`config.mk`:
```
export PLATFORM = sky130hd
export DESIGN_NAME = rtm_timer
export DESIGN_NICKNAME = d
export VERILOG_FILES = /design/src/hw/rtm_pkg.sv /design/src/hw/rtm_prescaler.sv /design/src/hw/rtm_timer.sv
export VERILOG_INCLUDE_DIRS = /design/src /design/src/hw
export SDC_FILE = /design/constraint.sdc
export NUM_CORES = 1
export LEC_CHECK = 0
export ABC_AREA = 1
export BUFFER_PORTS_ARGS = -buffer_cell sky130_fd_sc_hd__buf_2
export CORE_MARGIN = 2
export CORE_UTILIZATION = 45
export DETAILED_ROUTE_END_ITERATION = 12
export HOLD_SLACK_MARGIN = 0.1
export PLACE_DENSITY = 0.66
export SLEW_MARGIN = 20
export SYNTH_ARGS = -nofsm -noshare
export SYNTH_HDL_FRONTEND = slang
export SYNTH_SLANG_ARGS = --single-unit
```
`constraint.sdc`:
```
create_clock -name aclk -period 1.7 [get_ports aclk]
set_clock_uncertainty 0.2 [all_clocks]
set_input_delay 0.34 -clock aclk [delete_from_list [all_inputs] [get_ports aclk]]
set_output_delay 0.34 -clock aclk [all_outputs]
set_load 0.02 [all_outputs]
```
`src/hw/rtm_regs.svh`:
```
// register indices, field positions and reset values of the reload timer
`ifndef RTM_REGS_SVH
`define RTM_REGS_SVH
// register indices; byte address is four times the index
`define RTM_IDX_DIV 18'h04240
`define RTM_IDX_RELOAD 18'h04242
`define RTM_IDX_COUNT 18'h04244
`define RTM_IDX_CTRL 18'h04246
// control field positions
`define RTM_CTL_RUN 0
`define RTM_CTL_STROBE 1
`define RTM_CTL_ONESHOT 4
`define RTM_CTL_MODE_LO 8
`define RTM_CTL_MODE_HI 9
`define RTM_CTL_LEVEL 10
// reset values, reserved tap code and constants
`define RTM_DIV_RST 4'h0
`define RTM_DIV_RESERVED 4'hF
`define RTM_RELOAD_RST 16'h0000
`define RTM_COUNT_RST 16'hFFFF
`define RTM_LEVEL_RST 1'h1
`define RTM_ZERO16 16'h0000
`define RTM_ONE16 16'h0001
// bus answers
`define RTM_RESP_OKAY 2'h0
`define RTM_RESP_SLVERR 2'h2
`endif

```
`src/hw/rtm_pkg.sv`:
```
// types shared by the reload timer files
package rtm_pkg;
  // source and mode select, codes follow declaration order
  typedef enum logic [1:0] {
    RTM_SRC_INT,
    RTM_SRC_EXT,
    RTM_PULSE,
    RTM_RSVD
  } rtm_mode_t;
  typedef logic [15:0] rtm_word_t;
endpackage

```
`src/hw/rtm_prescaler.sv`:
```
// free running prescaler with a selectable power-of-two tap
`timescale 1ns/1ns
`include "rtm_regs.svh"
module rtm_prescaler import rtm_pkg::*; #(
  parameter int DIV_W = 4,
  parameter int CNT_W = 14
) (
  // clock and reset
  input wire logic aclk,
  input wire logic aresetn,
  // tap select and tick out
  input wire logic [DIV_W-1:0] divider_code,
  output logic tick
);
  logic [CNT_W-1:0] cnt_ff; // free running count
  logic [CNT_W-1:0] nxt_cnt;
  logic tick_ff; // registered tap pulse
  logic nxt_tick;
  logic [CNT_W-1:0] mask; // low bits that must all be ones

  // one pulse every 2^code clocks; reserved code never ticks
  always_comb begin
    nxt_cnt = cnt_ff + 1'b1;
    mask = ~({CNT_W{1'b1}} << divider_code);
    if (divider_code == `RTM_DIV_RESERVED) begin
      nxt_tick = 1'b0;
    end else begin
      nxt_tick = (cnt_ff & mask) == mask;
    end
  end

  // registers only
  always_ff @(posedge aclk) begin
    if (!aresetn) begin
      cnt_ff <= '0;
      tick_ff <= 1'b0;
    end else begin
      cnt_ff <= nxt_cnt;
      tick_ff <= nxt_tick;
    end
  end

  assign tick = tick_ff;
endmodule // rtm_prescaler

```
`src/hw/rtm_timer.sv`:
```
// one reload timer channel with an axi4-lite register slave
//
// The implementer's own choice: register access over AXI4-Lite.
`timescale 1ns/1ns
`include "rtm_regs.svh"
// Overview of operation
// - prescaler tap selected by 4-bit code
// - read/write 16-bit reload value, resets zero
// - read-only live count, resets all ones
// - level bit selects external input polarity
// - mode selects internal, external, pulse width
module rtm_timer import rtm_pkg::*; #(
  parameter int ADDR_W = 20
) (
  // clock and reset
  input wire logic aclk,
  input wire logic aresetn,
  // write address channel
  input wire logic [ADDR_W-1:0] s_axi_awaddr,
  input wire logic s_axi_awvalid,
  output logic s_axi_awready,
  // write data channel
  input wire logic [31:0] s_axi_wdata,
  input wire logic [3:0] s_axi_wstrb,
  input wire logic s_axi_wvalid,
  output logic s_axi_wready,
  // write response channel
  output logic [1:0] s_axi_bresp,
  output logic s_axi_bvalid,
  input wire logic s_axi_bready,
  // read address channel
  input wire logic [ADDR_W-1:0] s_axi_araddr,
  input wire logic s_axi_arvalid,
  output logic s_axi_arready,
  // read data channel
  output logic [31:0] s_axi_rdata,
  output logic [1:0] s_axi_rresp,
  output logic s_axi_rvalid,
  input wire logic s_axi_rready,
  // external clock or pulse pin, and underflow pulse
  input wire logic ext_clk_pin,
  output logic underflow_ff
);
  // ---- bus state ----
  logic awready_ff, nxt_awready, wready_ff, nxt_wready;
  logic aw_have_ff, nxt_aw_have, w_have_ff, nxt_w_have;
  logic [ADDR_W-3:0] aw_idx_ff, nxt_aw_idx; // held write index
  logic [15:0] wdata_ff, nxt_wdata; // held write data
  logic [1:0] wstrb_ff, nxt_wstrb; // only two lanes matter
  logic bvalid_ff, nxt_bvalid, arready_ff, nxt_arready;
  logic rvalid_ff, nxt_rvalid;
  logic [1:0] bresp_ff, nxt_bresp, rresp_ff, nxt_rresp;
  logic [31:0] rdata_ff, nxt_rdata;
  logic wr_do; // both halves of a write are held
  logic [ADDR_W-3:0] ar_idx;
  // ---- timer registers ----
  logic [3:0] div_ff, nxt_div;
  rtm_word_t reload_ff, nxt_reload, count_ff, nxt_count;
  logic level_ff, nxt_level, oneshot_ff, nxt_oneshot, run_ff, nxt_run;
  rtm_mode_t mode_ff, nxt_mode;
  logic preset; // reload strobe written as one
  logic nxt_underflow;
  // ---- input sync and tick ----
  logic sync1_ff, sync2_ff, pin_prev_ff; // synchroniser, last pin
  logic act_now; // pin at active level
  logic ext_edge; // pin edge into active level, not a level flip
  logic pre_tick; // prescaler tap pulse
  logic cnt_tick; // counter step this cycle

  rtm_prescaler #(.DIV_W(4), .CNT_W(14)) u_pre (
    .aclk(aclk),
    .aresetn(aresetn),
    .divider_code(div_ff),
    .tick(pre_tick)
  );

  // ---- axi4-lite next state ----
  always_comb begin
    nxt_aw_have = aw_have_ff;
    nxt_w_have = w_have_ff;
    nxt_aw_idx = aw_idx_ff;
    nxt_wdata = wdata_ff;
    nxt_wstrb = wstrb_ff;
    nxt_bvalid = bvalid_ff;
    nxt_bresp = bresp_ff;
    nxt_rvalid = rvalid_ff;
    nxt_rresp = rresp_ff;
    nxt_rdata = rdata_ff;
    ar_idx = s_axi_araddr[ADDR_W-1:2];
    wr_do = aw_have_ff && w_have_ff && !bvalid_ff;
    // address and data taken independently, either order
    if (s_axi_awvalid && awready_ff) begin
      nxt_aw_have = 1'b1;
      nxt_aw_idx = s_axi_awaddr[ADDR_W-1:2];
    end
    if (s_axi_wvalid && wready_ff) begin
      nxt_w_have = 1'b1;
      nxt_wdata = s_axi_wdata[15:0];
      nxt_wstrb = s_axi_wstrb[1:0];
    end
    if (s_axi_bvalid && s_axi_bready) begin
      nxt_bvalid = 1'b0;
    end
    if (wr_do) begin
      nxt_aw_have = 1'b0;
      nxt_w_have = 1'b0;
      nxt_bvalid = 1'b1;
      case (aw_idx_ff)
        `RTM_IDX_DIV, `RTM_IDX_RELOAD,
        `RTM_IDX_COUNT, `RTM_IDX_CTRL: nxt_bresp = `RTM_RESP_OKAY;
        default: nxt_bresp = `RTM_RESP_SLVERR; // unmapped
      endcase
    end
    if (s_axi_rvalid && s_axi_rready) begin
      nxt_rvalid = 1'b0;
    end
    if (s_axi_arvalid && arready_ff) begin
      nxt_rvalid = 1'b1;
      nxt_rresp = `RTM_RESP_OKAY;
      nxt_rdata = '0; // upper half always zero
      case (ar_idx)
        `RTM_IDX_DIV: nxt_rdata[3:0] = div_ff;
        `RTM_IDX_RELOAD: nxt_rdata[15:0] = reload_ff;
        `RTM_IDX_COUNT: nxt_rdata[15:0] = count_ff;
        `RTM_IDX_CTRL: begin
          // strobe bit and reserved bits read zero
          nxt_rdata[`RTM_CTL_RUN] = run_ff;
          nxt_rdata[`RTM_CTL_ONESHOT] = oneshot_ff;
          nxt_rdata[`RTM_CTL_MODE_HI:`RTM_CTL_MODE_LO] = mode_ff;
          nxt_rdata[`RTM_CTL_LEVEL] = level_ff;
        end
        default: nxt_rresp = `RTM_RESP_SLVERR;
      endcase
    end
    // readies come from next state so no second beat slips in
    nxt_awready = !nxt_aw_have && !nxt_bvalid;
    nxt_wready = !nxt_w_have && !nxt_bvalid;
    nxt_arready = !nxt_rvalid;
  end

  // ---- axi4-lite registers ----
  always_ff @(posedge aclk) begin
    if (!aresetn) begin
      awready_ff <= 1'b0;
      wready_ff <= 1'b0;
      aw_have_ff <= 1'b0;
      w_have_ff <= 1'b0;
      aw_idx_ff <= '0;
      wdata_ff <= '0;
      wstrb_ff <= '0;
      bvalid_ff <= 1'b0;
      bresp_ff <= `RTM_RESP_OKAY;
      arready_ff <= 1'b0;
      rvalid_ff <= 1'b0;
      rresp_ff <= `RTM_RESP_OKAY;
      rdata_ff <= '0;
    end else begin
      awready_ff <= nxt_awready;
      wready_ff <= nxt_wready;
      aw_have_ff <= nxt_aw_have;
      w_have_ff <= nxt_w_have;
      aw_idx_ff <= nxt_aw_idx;
      wdata_ff <= nxt_wdata;
      wstrb_ff <= nxt_wstrb;
      bvalid_ff <= nxt_bvalid;
      bresp_ff <= nxt_bresp;
      arready_ff <= nxt_arready;
      rvalid_ff <= nxt_rvalid;
      rresp_ff <= nxt_rresp;
      rdata_ff <= nxt_rdata;
    end
  end

  // ---- pin synchroniser, only stage two and its delayed copy are looked at ----
  always_ff @(posedge aclk) begin
    if (!aresetn) begin
      sync1_ff <= 1'b0;
      sync2_ff <= 1'b0;
      pin_prev_ff <= 1'b0;
    end else begin
      sync1_ff <= ext_clk_pin;
      sync2_ff <= sync1_ff;
      pin_prev_ff <= sync2_ff;
    end
  end

  // ---- tick source and timer next state ----
  always_comb begin
    act_now = level_ff ? sync2_ff : !sync2_ff;
    ext_edge = act_now && (sync2_ff != pin_prev_ff);
    case (mode_ff)
      RTM_SRC_INT: cnt_tick = pre_tick;
      RTM_SRC_EXT: cnt_tick = ext_edge;
      RTM_PULSE: cnt_tick = pre_tick && act_now;
      default: cnt_tick = 1'b0; // reserved mode never counts
    endcase
    cnt_tick = cnt_tick && run_ff;
    nxt_div = div_ff;
    nxt_reload = reload_ff;
    nxt_level = level_ff;
    nxt_mode = mode_ff;
    nxt_oneshot = oneshot_ff;
    nxt_run = run_ff;
    nxt_count = count_ff;
    nxt_underflow = 1'b0;
    preset = 1'b0;
    // underflow reloads; a one-shot run stops itself
    if (cnt_tick) begin
      if (count_ff == `RTM_ZERO16) begin
        nxt_count = reload_ff;
        nxt_underflow = 1'b1;
        if (oneshot_ff) begin
          nxt_run = 1'b0;
        end
      end else begin
        nxt_count = count_ff - `RTM_ONE16;
      end
    end
    // software write; a run set wins over the one-shot stop
    if (wr_do) begin
      case (aw_idx_ff)
        `RTM_IDX_DIV: if (wstrb_ff[0]) nxt_div = wdata_ff[3:0];
        `RTM_IDX_RELOAD: begin
          if (wstrb_ff[0]) nxt_reload[7:0] = wdata_ff[7:0];
          if (wstrb_ff[1]) nxt_reload[15:8] = wdata_ff[15:8];
        end
        `RTM_IDX_CTRL: begin
          if (wstrb_ff[0]) begin
            nxt_run = wdata_ff[`RTM_CTL_RUN];
            nxt_oneshot = wdata_ff[`RTM_CTL_ONESHOT];
            preset = wdata_ff[`RTM_CTL_STROBE];
          end
          if (wstrb_ff[1]) begin
            nxt_level = wdata_ff[`RTM_CTL_LEVEL];
            nxt_mode = rtm_mode_t'(
              wdata_ff[`RTM_CTL_MODE_HI:`RTM_CTL_MODE_LO]);
          end
        end
        default: ; // count register ignores writes
      endcase
    end
    // strobe reload beats a same-cycle step
    if (preset) begin
      nxt_count = reload_ff;
    end
  end

  // ---- timer registers ----
  always_ff @(posedge aclk) begin
    if (!aresetn) begin
      div_ff <= `RTM_DIV_RST;
      reload_ff <= `RTM_RELOAD_RST;
      count_ff <= `RTM_COUNT_RST;
      level_ff <= `RTM_LEVEL_RST;
      mode_ff <= RTM_SRC_INT;
      oneshot_ff <= 1'b0;
      run_ff <= 1'b0;
      underflow_ff <= 1'b0;
    end else begin
      div_ff <= nxt_div;
      reload_ff <= nxt_reload;
      count_ff <= nxt_count;
      level_ff <= nxt_level;
      mode_ff <= nxt_mode;
      oneshot_ff <= nxt_oneshot;
      run_ff <= nxt_run;
      underflow_ff <= nxt_underflow;
    end
  end

  assign s_axi_awready = awready_ff;
  assign s_axi_wready = wready_ff;
  assign s_axi_bvalid = bvalid_ff;
  assign s_axi_bresp = bresp_ff;
  assign s_axi_arready = arready_ff;
  assign s_axi_rvalid = rvalid_ff;
  assign s_axi_rresp = rresp_ff;
  assign s_axi_rdata = rdata_ff;
endmodule // rtm_timer

```
==> results.rst, run 1 <==
.. list-table::
   :header-rows: 1

   * - Metric
     - Value
   * - Worst Path Class, Setup
     - reg2reg
   * - Worst Setup SP
     - aw_idx_ff[17]
   * - Average routed wire per standard cell
     - about 14 um
   * - Post-synthesis average cell area
     - ~7.0 um^2
   * - Detailed Routing Iterations Pass 1
     - 5
   * - Number of sinks on the clock net
     - 121
   * - Final number of max-transition violations
     - 0
   * - Root Buffer
     - sky130_fd_sc_hd__clkbuf_16
   * - Power spent charging and discharging nets
     - 0.00173 W
   * - Placeable core area
     - 13300 um^2
   * - Hold_ws
     - a little over 200 ps
   * - Tmin final
     - 1850 ps
   * - Die Span Y
     - 121 um
   * - Critical path's largest stage delay
     - 320 ps
   * - Leading register cell type out of synthesis
     - sky130_fd_sc_hd__dfxtp_1
   * - Fraction of final layout cells sized beyond drive strength 1
     - 27.9%
   * - Congestion Overflow GR
     - 0
   * - Fraction of synthesized cell area taken by the top area cell type
     - 39.1%
   * - Placed wire-length estimate
     - 11500 um
   * - Worst-skew pair later-pin latency
     - 420 ps
   * - Crit path max-delay cell type
     - sky130_fd_sc_hd__dfxtp_2
   * - Type of destination of the critical path
     - register
   * - Violation count after the first detailed-route iteration
     - 390
   * - Flip-flop and latch count after synthesis
     - about 120
   * - Final cell utilization of the core
     - between 60% and 70%
   * - Detail-routed via count per cell
     - 4.95
   * - Summed instance area of the synthesized netlist
     - 6200 um^2
   * - Clock tree from TritonCTS
     - built
   * - Placement Rows
     - 42
   * - YS warnings
     - 0
   * - First-pass GRT wire length
     - around 27000 um
   * - Largest cells by area after synthesis
     - sky130_fd_sc_hd__dfxtp_1, sky130_fd_sc_hd__nand2_1, sky130_fd_sc_hd__inv_1
   * - Count of flip-flops with a built-in enable after synthesis
     - 0
   * - Antenna-violating nets left
     - 0
   * - Pin count of the biggest net entering global routing
     - 45
   * - Commonest non-fill, non-tap cells in the layout
     - sky130_fd_sc_hd__nand2_1, sky130_fd_sc_hd__dfxtp_1, sky130_fd_sc_hd__inv_1
   * - Count of cell types in the netlist
     - 45
   * - Critical Path, Cell by Cell
     - or2_4 -> nor2_2 -> inv_2 -> nor2_4 -> nand4_4 -> buf_12 -> clkbuf_16 -> nand3_1 -> nand2_1 -> clkinv_1 -> nand2_1
   * - Share of power burned in the clock network
     - 47.7%
   * - Gp weighted congestion
     - 0.897
   * - Highest clock frequency the design can meet
     - 0.539 GHz
   * - Setup repair after global routing missed its margin
     - true
   * - WP data required
     - approximately 1800 ps
   * - Share of total power in sequential cells
     - 42.8%
   * - Logic depth of the worst path, buffers included
     - 11
   * - Lkg Pwr
     - approximately 4 nW
   * - FF-to-FF path depth
     - 11
   * - End of the worst register-to-register path
     - count_ff[11]
   * - Instance area after placement
     - 7190 um^2
   * - Via Count
     - 6253
   * - Horizontal die dimension
     - 121 um
   * - Violations in the final reports
     - negative setup slack
   * - CP Launch Type
     - register
   * - Family with the most delay on the worst path
     - simple AND/OR/NAND/NOR gates
   * - Number of diodes added for antenna fixing
     - 0
   * - Number of buffers on the longest clock path
     - 2
   * - Total detailed-routing wirelength
     - between 15000 and 20000 um
   * - Reg2reg start
     - aw_idx_ff[17]
   * - Number of antenna violations at the first check in global routing
     - 0
   * - Result of the run
     - finished with violations
   * - Final layout net count
     - 1165
   * - Worst-case setup margin in the final layout
     - -154 ps
   * - Number of global-route vias before repair
     - 5709
   * - Worst reg-to-reg setup slack
     - -150 ps
   * - Seq/Total Area, Yosys
     - 39.1%
   * - CTS H-Tree Depth
     - 4
   * - Final hold viol count
     - 0
   * - Total global-route track usage
     - 23.6%
   * - Post-Place Setup Slack
     - -131 ps
   * - Total power
     - 0.00700 W
   * - Cell with the most instances on the worst path
     - sky130_fd_sc_hd__nand2_1
   * - Crit Path Max Fanout
     - 8
   * - Initial Util
     - 46.4%
   * - Clock slew at the register clock pins of the worst setup and hold paths
     - 60 ps
   * - Layout-stage area growth over the synthesis result
     - 38.9%
   * - Clock buffers created by TritonCTS
     - 17
   * - Final worst path period share
     - 109%
   * - Type of the tightest min-delay check
     - in2reg
   * - Setup violation total in the final timing report
     - 36
   * - Input/output buffers
     - 85
   * - Finished layout cell area
     - 8610 um^2
   * - Cell area power density
     - 813 nW/um^2
   * - Share of async-settable or async-resettable flops after synthesis
     - 0%
   * - Cell type with the largest total area after synthesis
     - sky130_fd_sc_hd__dfxtp_1
   * - P_int
     - 0.00527 W
   * - Max cap viols
     - 0
   * - Commonest non-fill, non-tap cell in the layout
     - sky130_fd_sc_hd__nand2_1
   * - Portion of total power attributed to combinational logic
     - 9.5%
   * - Total I/O pin count
     - 126
   * - Area of the die
     - 14700 um^2
   * - DRC viols
     - 0
   * - IR Drop Worst-Case VDD
     - 0.592 mV
   * - Sw frac
     - between 20 and 25%
   * - Setup crit end
     - count_ff[11]
   * - Number of buffers and inverters on the critical path
     - 4
   * - Endpoint arrival time on the critical path
     - 1960 ps
   * - Post-synthesis cell count
     - 880
-- layout make-up --
cell class	instances	area, um^2
sequential	121	2430
multi-input combinational	603	3340
tap	176	220
inverter	124	474
clock inverter	11	100
clock buffer	20	447
timing repair buffer	208	1590
fill	1199	4740
-- Yosys cell counts, types with 3 or more instances --
| master | n |
|---|---|
| sky130_fd_sc_hd__nor2_2 | 9 |
| sky130_fd_sc_hd__nand2_1 | 153 |
| sky130_fd_sc_hd__nor3_1 | 13 |
| sky130_fd_sc_hd__clkinv_1 | 12 |
| sky130_fd_sc_hd__inv_1 | 107 |
| sky130_fd_sc_hd__nand3_1 | 66 |
| sky130_fd_sc_hd__inv_2 | 5 |
| sky130_fd_sc_hd__ha_1 | 6 |
| sky130_fd_sc_hd__dfxtp_1 | 121 |
| sky130_fd_sc_hd__xor2_1 | 7 |
| sky130_fd_sc_hd__xnor2_1 | 3 |
| sky130_fd_sc_hd__nor2_1 | 96 |
| sky130_fd_sc_hd__nor2_4 | 5 |
| sky130_fd_sc_hd__buf_2 | 5 |
| sky130_fd_sc_hd__o21ai_0 | 74 |
| sky130_fd_sc_hd__o22ai_1 | 8 |
| sky130_fd_sc_hd__nor3_2 | 3 |
| sky130_fd_sc_hd__a21oi_2 | 4 |
| sky130_fd_sc_hd__o21ai_1 | 4 |
| sky130_fd_sc_hd__clkbuf_1 | 22 |
| sky130_fd_sc_hd__nand4_1 | 28 |
| sky130_fd_sc_hd__a21oi_1 | 67 |
| sky130_fd_sc_hd__nand3_2 | 3 |
| sky130_fd_sc_hd__nand3b_1 | 9 |
| sky130_fd_sc_hd__buf_4 | 19 |
| sky130_fd_sc_hd__buf_6 | 5 |
-- worst min-delay path, stage by stage --
cell                      delay, ps
sky130_fd_sc_hd__buf_2           70
sky130_fd_sc_hd__nand2_1         60
sky130_fd_sc_hd__buf_4          180
sky130_fd_sc_hd__nand2_1         60
sky130_fd_sc_hd__a21oi_1         50
-- cells by family (layout without fill, tap and decap cells) --
group           count (synthesis)  after routing  share of synthesized area [%]
simple gates                  397            400                           30.8
compound gates                169            169                           14.7
fa+ha+maj                       6              6                           1.21
flops                         121            121                           39.1
buf+inv                       176            363                           12.8
other cells                     1             18                         0.0605
xor+xnor                       10             10                           1.41
-- sequential cells by signal, indices dropped and copies added, names as in the netlist, 2 cells and up --
register	flops
count_ff	16
mode_ff	2
reload_ff	16
aw_idx_ff	18
div_ff	4
u_pre.cnt_ff	14
wstrb_ff	2
s_axi_rdata	16
wdata_ff	16
-- worst min-delay path by stage --
stage,startpoint,endpoint,slack (ps),cells past startpoint
finish,s_axi_arvalid,s_axi_rdata[10],210,5
global route,s_axi_wvalid,wdata_ff[10],230,4
CTS,s_axi_awvalid,aw_idx_ff[1],200,4
detailed placement,sync1_ff,sync2_ff,230,2
global placement,sync2_ff,pin_prev_ff,230,2
floorplan,sync1_ff,sync2_ff,190,2
-- through the flow --
step / instances / setup TNS, ps
finish: 1263 / -2770
floorplan: 897 / 0
global placement: 1176 / -2950
global route: 1263 / -7190
detailed placement: 1176 / -3840
CTS: 1254 / -2100
-- power groups by stage --
stage / Clock [W] / Combinational (W) / Sequential [W]
floorplan: 0 / 0.000349 / 0.00307
global placement: 0 / 0.000571 / 0.00305
detailed placement: 0 / 0.000576 / 0.00305
CTS: 0.00338 / 0.000651 / 0.00299
global route: 0.00354 / 0.000746 / 0.00300
finish: 0.00333 / 0.000666 / 0.00300
-- metal layers --
| layer | routed length, um | up-vias | track usage, % |
|---|---|---|---|
| met2 | 8190 | 180 | 38.0 |
| met5 | 0 | - | 0 |
| met3 | 996 | 17 | 4.79 |
| met4 | 195 | 0 | 8.76 |
| met1 | 7770 | 2826 | 31.2 |
| li1 | - | 3230 | - |
-- what timing repair did --
| item | 4_1_cts | 5_1_grt |
|---|---|---|
| resized for setup | 34 | 48 |
| pin swaps | 20 | 14 |
| hold endpoints to repair | 44 | 0 |
| endpoints found under the setup margin | 37 | 51 |
| cloned | 4 | 3 |
| setup buffers | 3 | 6 |
| hold buffers | 40 | 0 |
Note: power is estimated with default switching activity, not from simulation.
==> inputs of run 2 (changes only) <==
--- a/config.mk
+++ b/config.mk
@@ -9,10 +9,12 @@
 export ABC_AREA = 1
 export BUFFER_PORTS_ARGS = -buffer_cell sky130_fd_sc_hd__buf_2
 export CORE_MARGIN = 2
-export CORE_UTILIZATION = 45
+export CORE_UTILIZATION = 50
+export CTS_CLUSTER_SIZE = 10
 export DETAILED_ROUTE_END_ITERATION = 12
 export HOLD_SLACK_MARGIN = 0.1
-export PLACE_DENSITY = 0.66
+export PLACE_DENSITY = 0.73
+export RECOVER_POWER = 100
 export SLEW_MARGIN = 20
 export SYNTH_ARGS = -nofsm -noshare
 export SYNTH_HDL_FRONTEND = slang
==> run 2 against run 1 <==
Effect of this change:
- the run still ends with negative setup slack left
- register-to-register slack got worse by 90 ps
- final cell count about the same
- critical endpoint is now count_ff[1]
- routed wire length increased by 8.8%
- worst setup slack got worse by 87 ps
- count of clock-buffer cells in the layout decreased by 1
- maximum frequency decreased by 4.5%
- die area decreased by 9.7%
- worst hold slack got worse by 17 ps
==> results.rst, run 2 (synthesis gave the netlist of run 1 again) <==
.. list-table::
   :header-rows: 1

   * - Metric
     - Value
   * - Total I/O pin count
     - 126 (unchanged)
   * - Crit path max-delay cell type
     - sky130_fd_sc_hd__dfxtp_2 (unchanged)
   * - Total global-route track usage
     - 26.2% (was 23.6%)
   * - Critical path's largest stage delay
     - 320 ps (about the same)
   * - Via Count
     - 6616 (was 6253)
   * - Number of sinks on the clock net
     - 121 (unchanged)
   * - Commonest non-fill, non-tap cells in the layout
     - sky130_fd_sc_hd__nand2_1, sky130_fd_sc_hd__dfxtp_1, sky130_fd_sc_hd__inv_1 (unchanged)
   * - Tmin final
     - 1940 ps (was 1850 ps)
   * - First-pass GRT wire length
     - 27600 um (was 27400 um)
   * - Worst-skew pair later-pin latency
     - 430 ps (was 420 ps)
   * - Setup repair after global routing missed its margin
     - true (unchanged)
   * - Congestion Overflow GR
     - 0 (unchanged)
   * - Type of the tightest min-delay check
     - in2reg (unchanged)
   * - Final cell utilization of the core
     - 72.9% (was 64.5%)
   * - Number of diodes added for antenna fixing
     - 0 (unchanged)
   * - CTS H-Tree Depth
     - 4 (unchanged)
   * - Largest register FFs
     - 18 (unchanged)
   * - DRC viols
     - 0 (unchanged)
   * - WP data required
     - 1810 ps (about the same)
   * - Gp weighted congestion
     - 0.902 (was 0.897)
   * - Horizontal die dimension
     - 115 um (was 121 um)
   * - Pin count of the biggest net entering global routing
     - 87 (was 45)
   * - Combined flip-flop and latch cell area
     - 2440 um^2 (was 2430 um^2)
   * - Fraction of final layout cells sized beyond drive strength 1
     - 29.0% (was 27.9%)
   * - Average routed wire per standard cell
     - 14.8 um (was 13.6 um)
   * - Violations in the final reports
     - negative setup slack (unchanged)
   * - Clock buffers created by TritonCTS
     - 17 (unchanged)
   * - Non-filler cells in the finished layout
     - 1264 (was 1263)
   * - Setup violation total in the final timing report
     - 49 (was 36)
   * - Highest clock frequency the design can meet
     - 0.515 GHz (was 0.539 GHz)
   * - Lkg Pwr
     - 4.11 nW (was 4.00 nW)
   * - Number of global-route vias before repair
     - 5890 (was 5709)
   * - Area taken by multi-input logic gates
     - 3380 um^2 (was 3340 um^2)
   * - Placeable core area
     - 12100 um^2 (was 13300 um^2)
   * - Count of fill cells added during filler insertion
     - 894 (was 1199)
   * - Final hold viol count
     - 0 (unchanged)
   * - Input/output buffers
     - 85 (unchanged)
   * - Commonest non-fill, non-tap cell in the layout
     - sky130_fd_sc_hd__nand2_1 (unchanged)
   * - Placed insts
     - 1166 (was 1176)
   * - Clock tree from TritonCTS
     - built (unchanged)
   * - Detailed Routing Iterations Pass 1
     - 5 (unchanged)
   * - Cell area power density
     - 833 nW/um^2 (was 813 nW/um^2)
   * - FF-to-FF path depth
     - 12 (was 11)
   * - Clock slew at the register clock pins of the worst setup and hold paths
     - 60 ps (about the same)
   * - Number of antenna violations at the first check in global routing
     - 0 (unchanged)
   * - Type of destination of the critical path
     - register (unchanged)
   * - Area of the die
     - 13300 um^2 (was 14700 um^2)
   * - Placed wire-length estimate
     - 11000 um (was 11500 um)
   * - Result of the run
     - finished with violations (unchanged)
   * - Most flops, register
     - aw_idx_ff (unchanged)
   * - Crit Path Max Fanout
     - 8 (unchanged)
   * - Number of buffers on the longest clock path
     - 2 (unchanged)
   * - Layout-stage area growth over the synthesis result
     - 42.0% (was 38.9%)
   * - TNS Setup
     - -7210 ps (was -2770 ps)
   * - Final layout net count
     - 1173 (was 1165)
   * - Initial Util
     - 51.4% (was 46.4%)
   * - Worst-case setup margin in the final layout
     - -240 ps (was -154 ps)
   * - Number of instances on the worst hold path
     - 3 (was 5)
   * - Antenna-violating nets left
     - 0 (unchanged)
   * - Finished layout cell area
     - 8800 um^2 (was 8610 um^2)
   * - Final number of max-transition violations
     - 0 (unchanged)
   * - Root Buffer
     - sky130_fd_sc_hd__clkbuf_16 (unchanged)
   * - Violation count after the first detailed-route iteration
     - 576 (was 390)
   * - Endpoint arrival time on the critical path
     - 2050 ps (was 1960 ps)
   * - Max cap viols
     - 0 (unchanged)
   * - Total detailed-routing wirelength
     - 18700 um (was 17100 um)
   * - Worst Path Class, Setup
     - reg2reg (unchanged)
   * - Critical Path, Cell by Cell
     - inv_2 -> ha_4 -> nor2_1 -> o21bai_1 -> nand3_1 -> nand2_2 -> nand3_4 -> buf_12 -> nand3_4 -> nand2_4 -> inv_4 -> nand2_2 (was or2_4 -> nor2_2 -> inv_2 -> nor2_4 -> nand4_4 -> buf_12 -> clkbuf_16 -> nand3_1 -> nand2_1 -> clkinv_1 -> nand2_1)
   * - Final worst path period share
     - 114% (was 109%)
   * - Detail-routed via count per cell
     - 5.23 (was 4.95)
   * - CP Launch Type
     - register (unchanged)
   * - Placement Rows
     - 40 (was 42)
   * - IR Drop Worst-Case VDD
     - 0.684 mV (was 0.592 mV)
   * - Instance area after placement
     - 7180 um^2 (was 7190 um^2)
   * - Die Span Y
     - 115 um (was 121 um)
-- run 2: where the power goes --
part / internal (W) / switching, W / total, W / leakage [nW]
Combinational: 0.000292 / 0.000400 / 0.000692 / 2.84
Clock: 0.00224 / 0.00139 / 0.00363 / 0.286
Sequential: 0.00294 / 0.0000634 / 0.00300 / 0.989
-- run 2: critical path, delay by kind of cell (launching register included) --
family | cells | cell delay (ps)
DFF | 1 | 320
and+or+nand+nor | 7 | 620
AOI/OAI and AO/OA | 1 | 160
adders and majority gates | 1 | 160
buffers and inverters | 3 | 360
-- run 2: path summary, 6_finish.rpt --
kind / from / to / slack, ps
setup / recovery: mode_ff[0] / count_ff[1] / -240
hold / removal: s_axi_awvalid / aw_idx_ff[1] / 190
setup reg to reg: mode_ff[0] / count_ff[1] / -240
hold reg to reg: u_pre.cnt_ff[0] / u_pre.cnt_ff[0] / 230
-- run 2: final cells by class --
| type | count | area share, % |
|---|---|---|
| Clock inverter | 13 | 1.65 |
| Inverter | 124 | 5.38 |
| Tap cell | 168 | 2.39 |
| Timing Repair Buffer | 217 | 19.3 |
| Multi-Input combinational cell | 602 | 38.4 |
| Clock buffer | 19 | 5.15 |
| Sequential cell | 121 | 27.7 |
-- run 2: layer usage --
metal	GRT usage (%)	vias up	routed length (um)
met4	11.0	0	511
met1	33.3	3061	8010
li1	-	3239	-
met2	43.4	268	8930
met3	5.06	48	1210
met5	0	-	0
-- run 2: what timing repair did --
item / 4_1_cts / 5_1_grt
pin swaps: 11 / 24
buffers inserted: 9 / 13
resized for setup: 31 / 82
gates cloned: 3 / 1
hold endpoints to repair: 43 / 0
setup endpoints to repair: 38 / 46
hold buffers: 40 / 0
-- run 2: per-stage QoR --
| step | setup slack (ps) | power, W | hold WS [ps] |
|---|---|---|---|
| final | -240 | 0.00733 | 189 |
| after global routing | -325 | 0.00756 | 233 |
| after CTS | -155 | 0.00728 | 179 |
| after detailed placement | -164 | 0.00362 | 217 |
| after global placement | -135 | 0.00361 | 204 |
| after floorplan | 5.10 | 0.00342 | 190 |
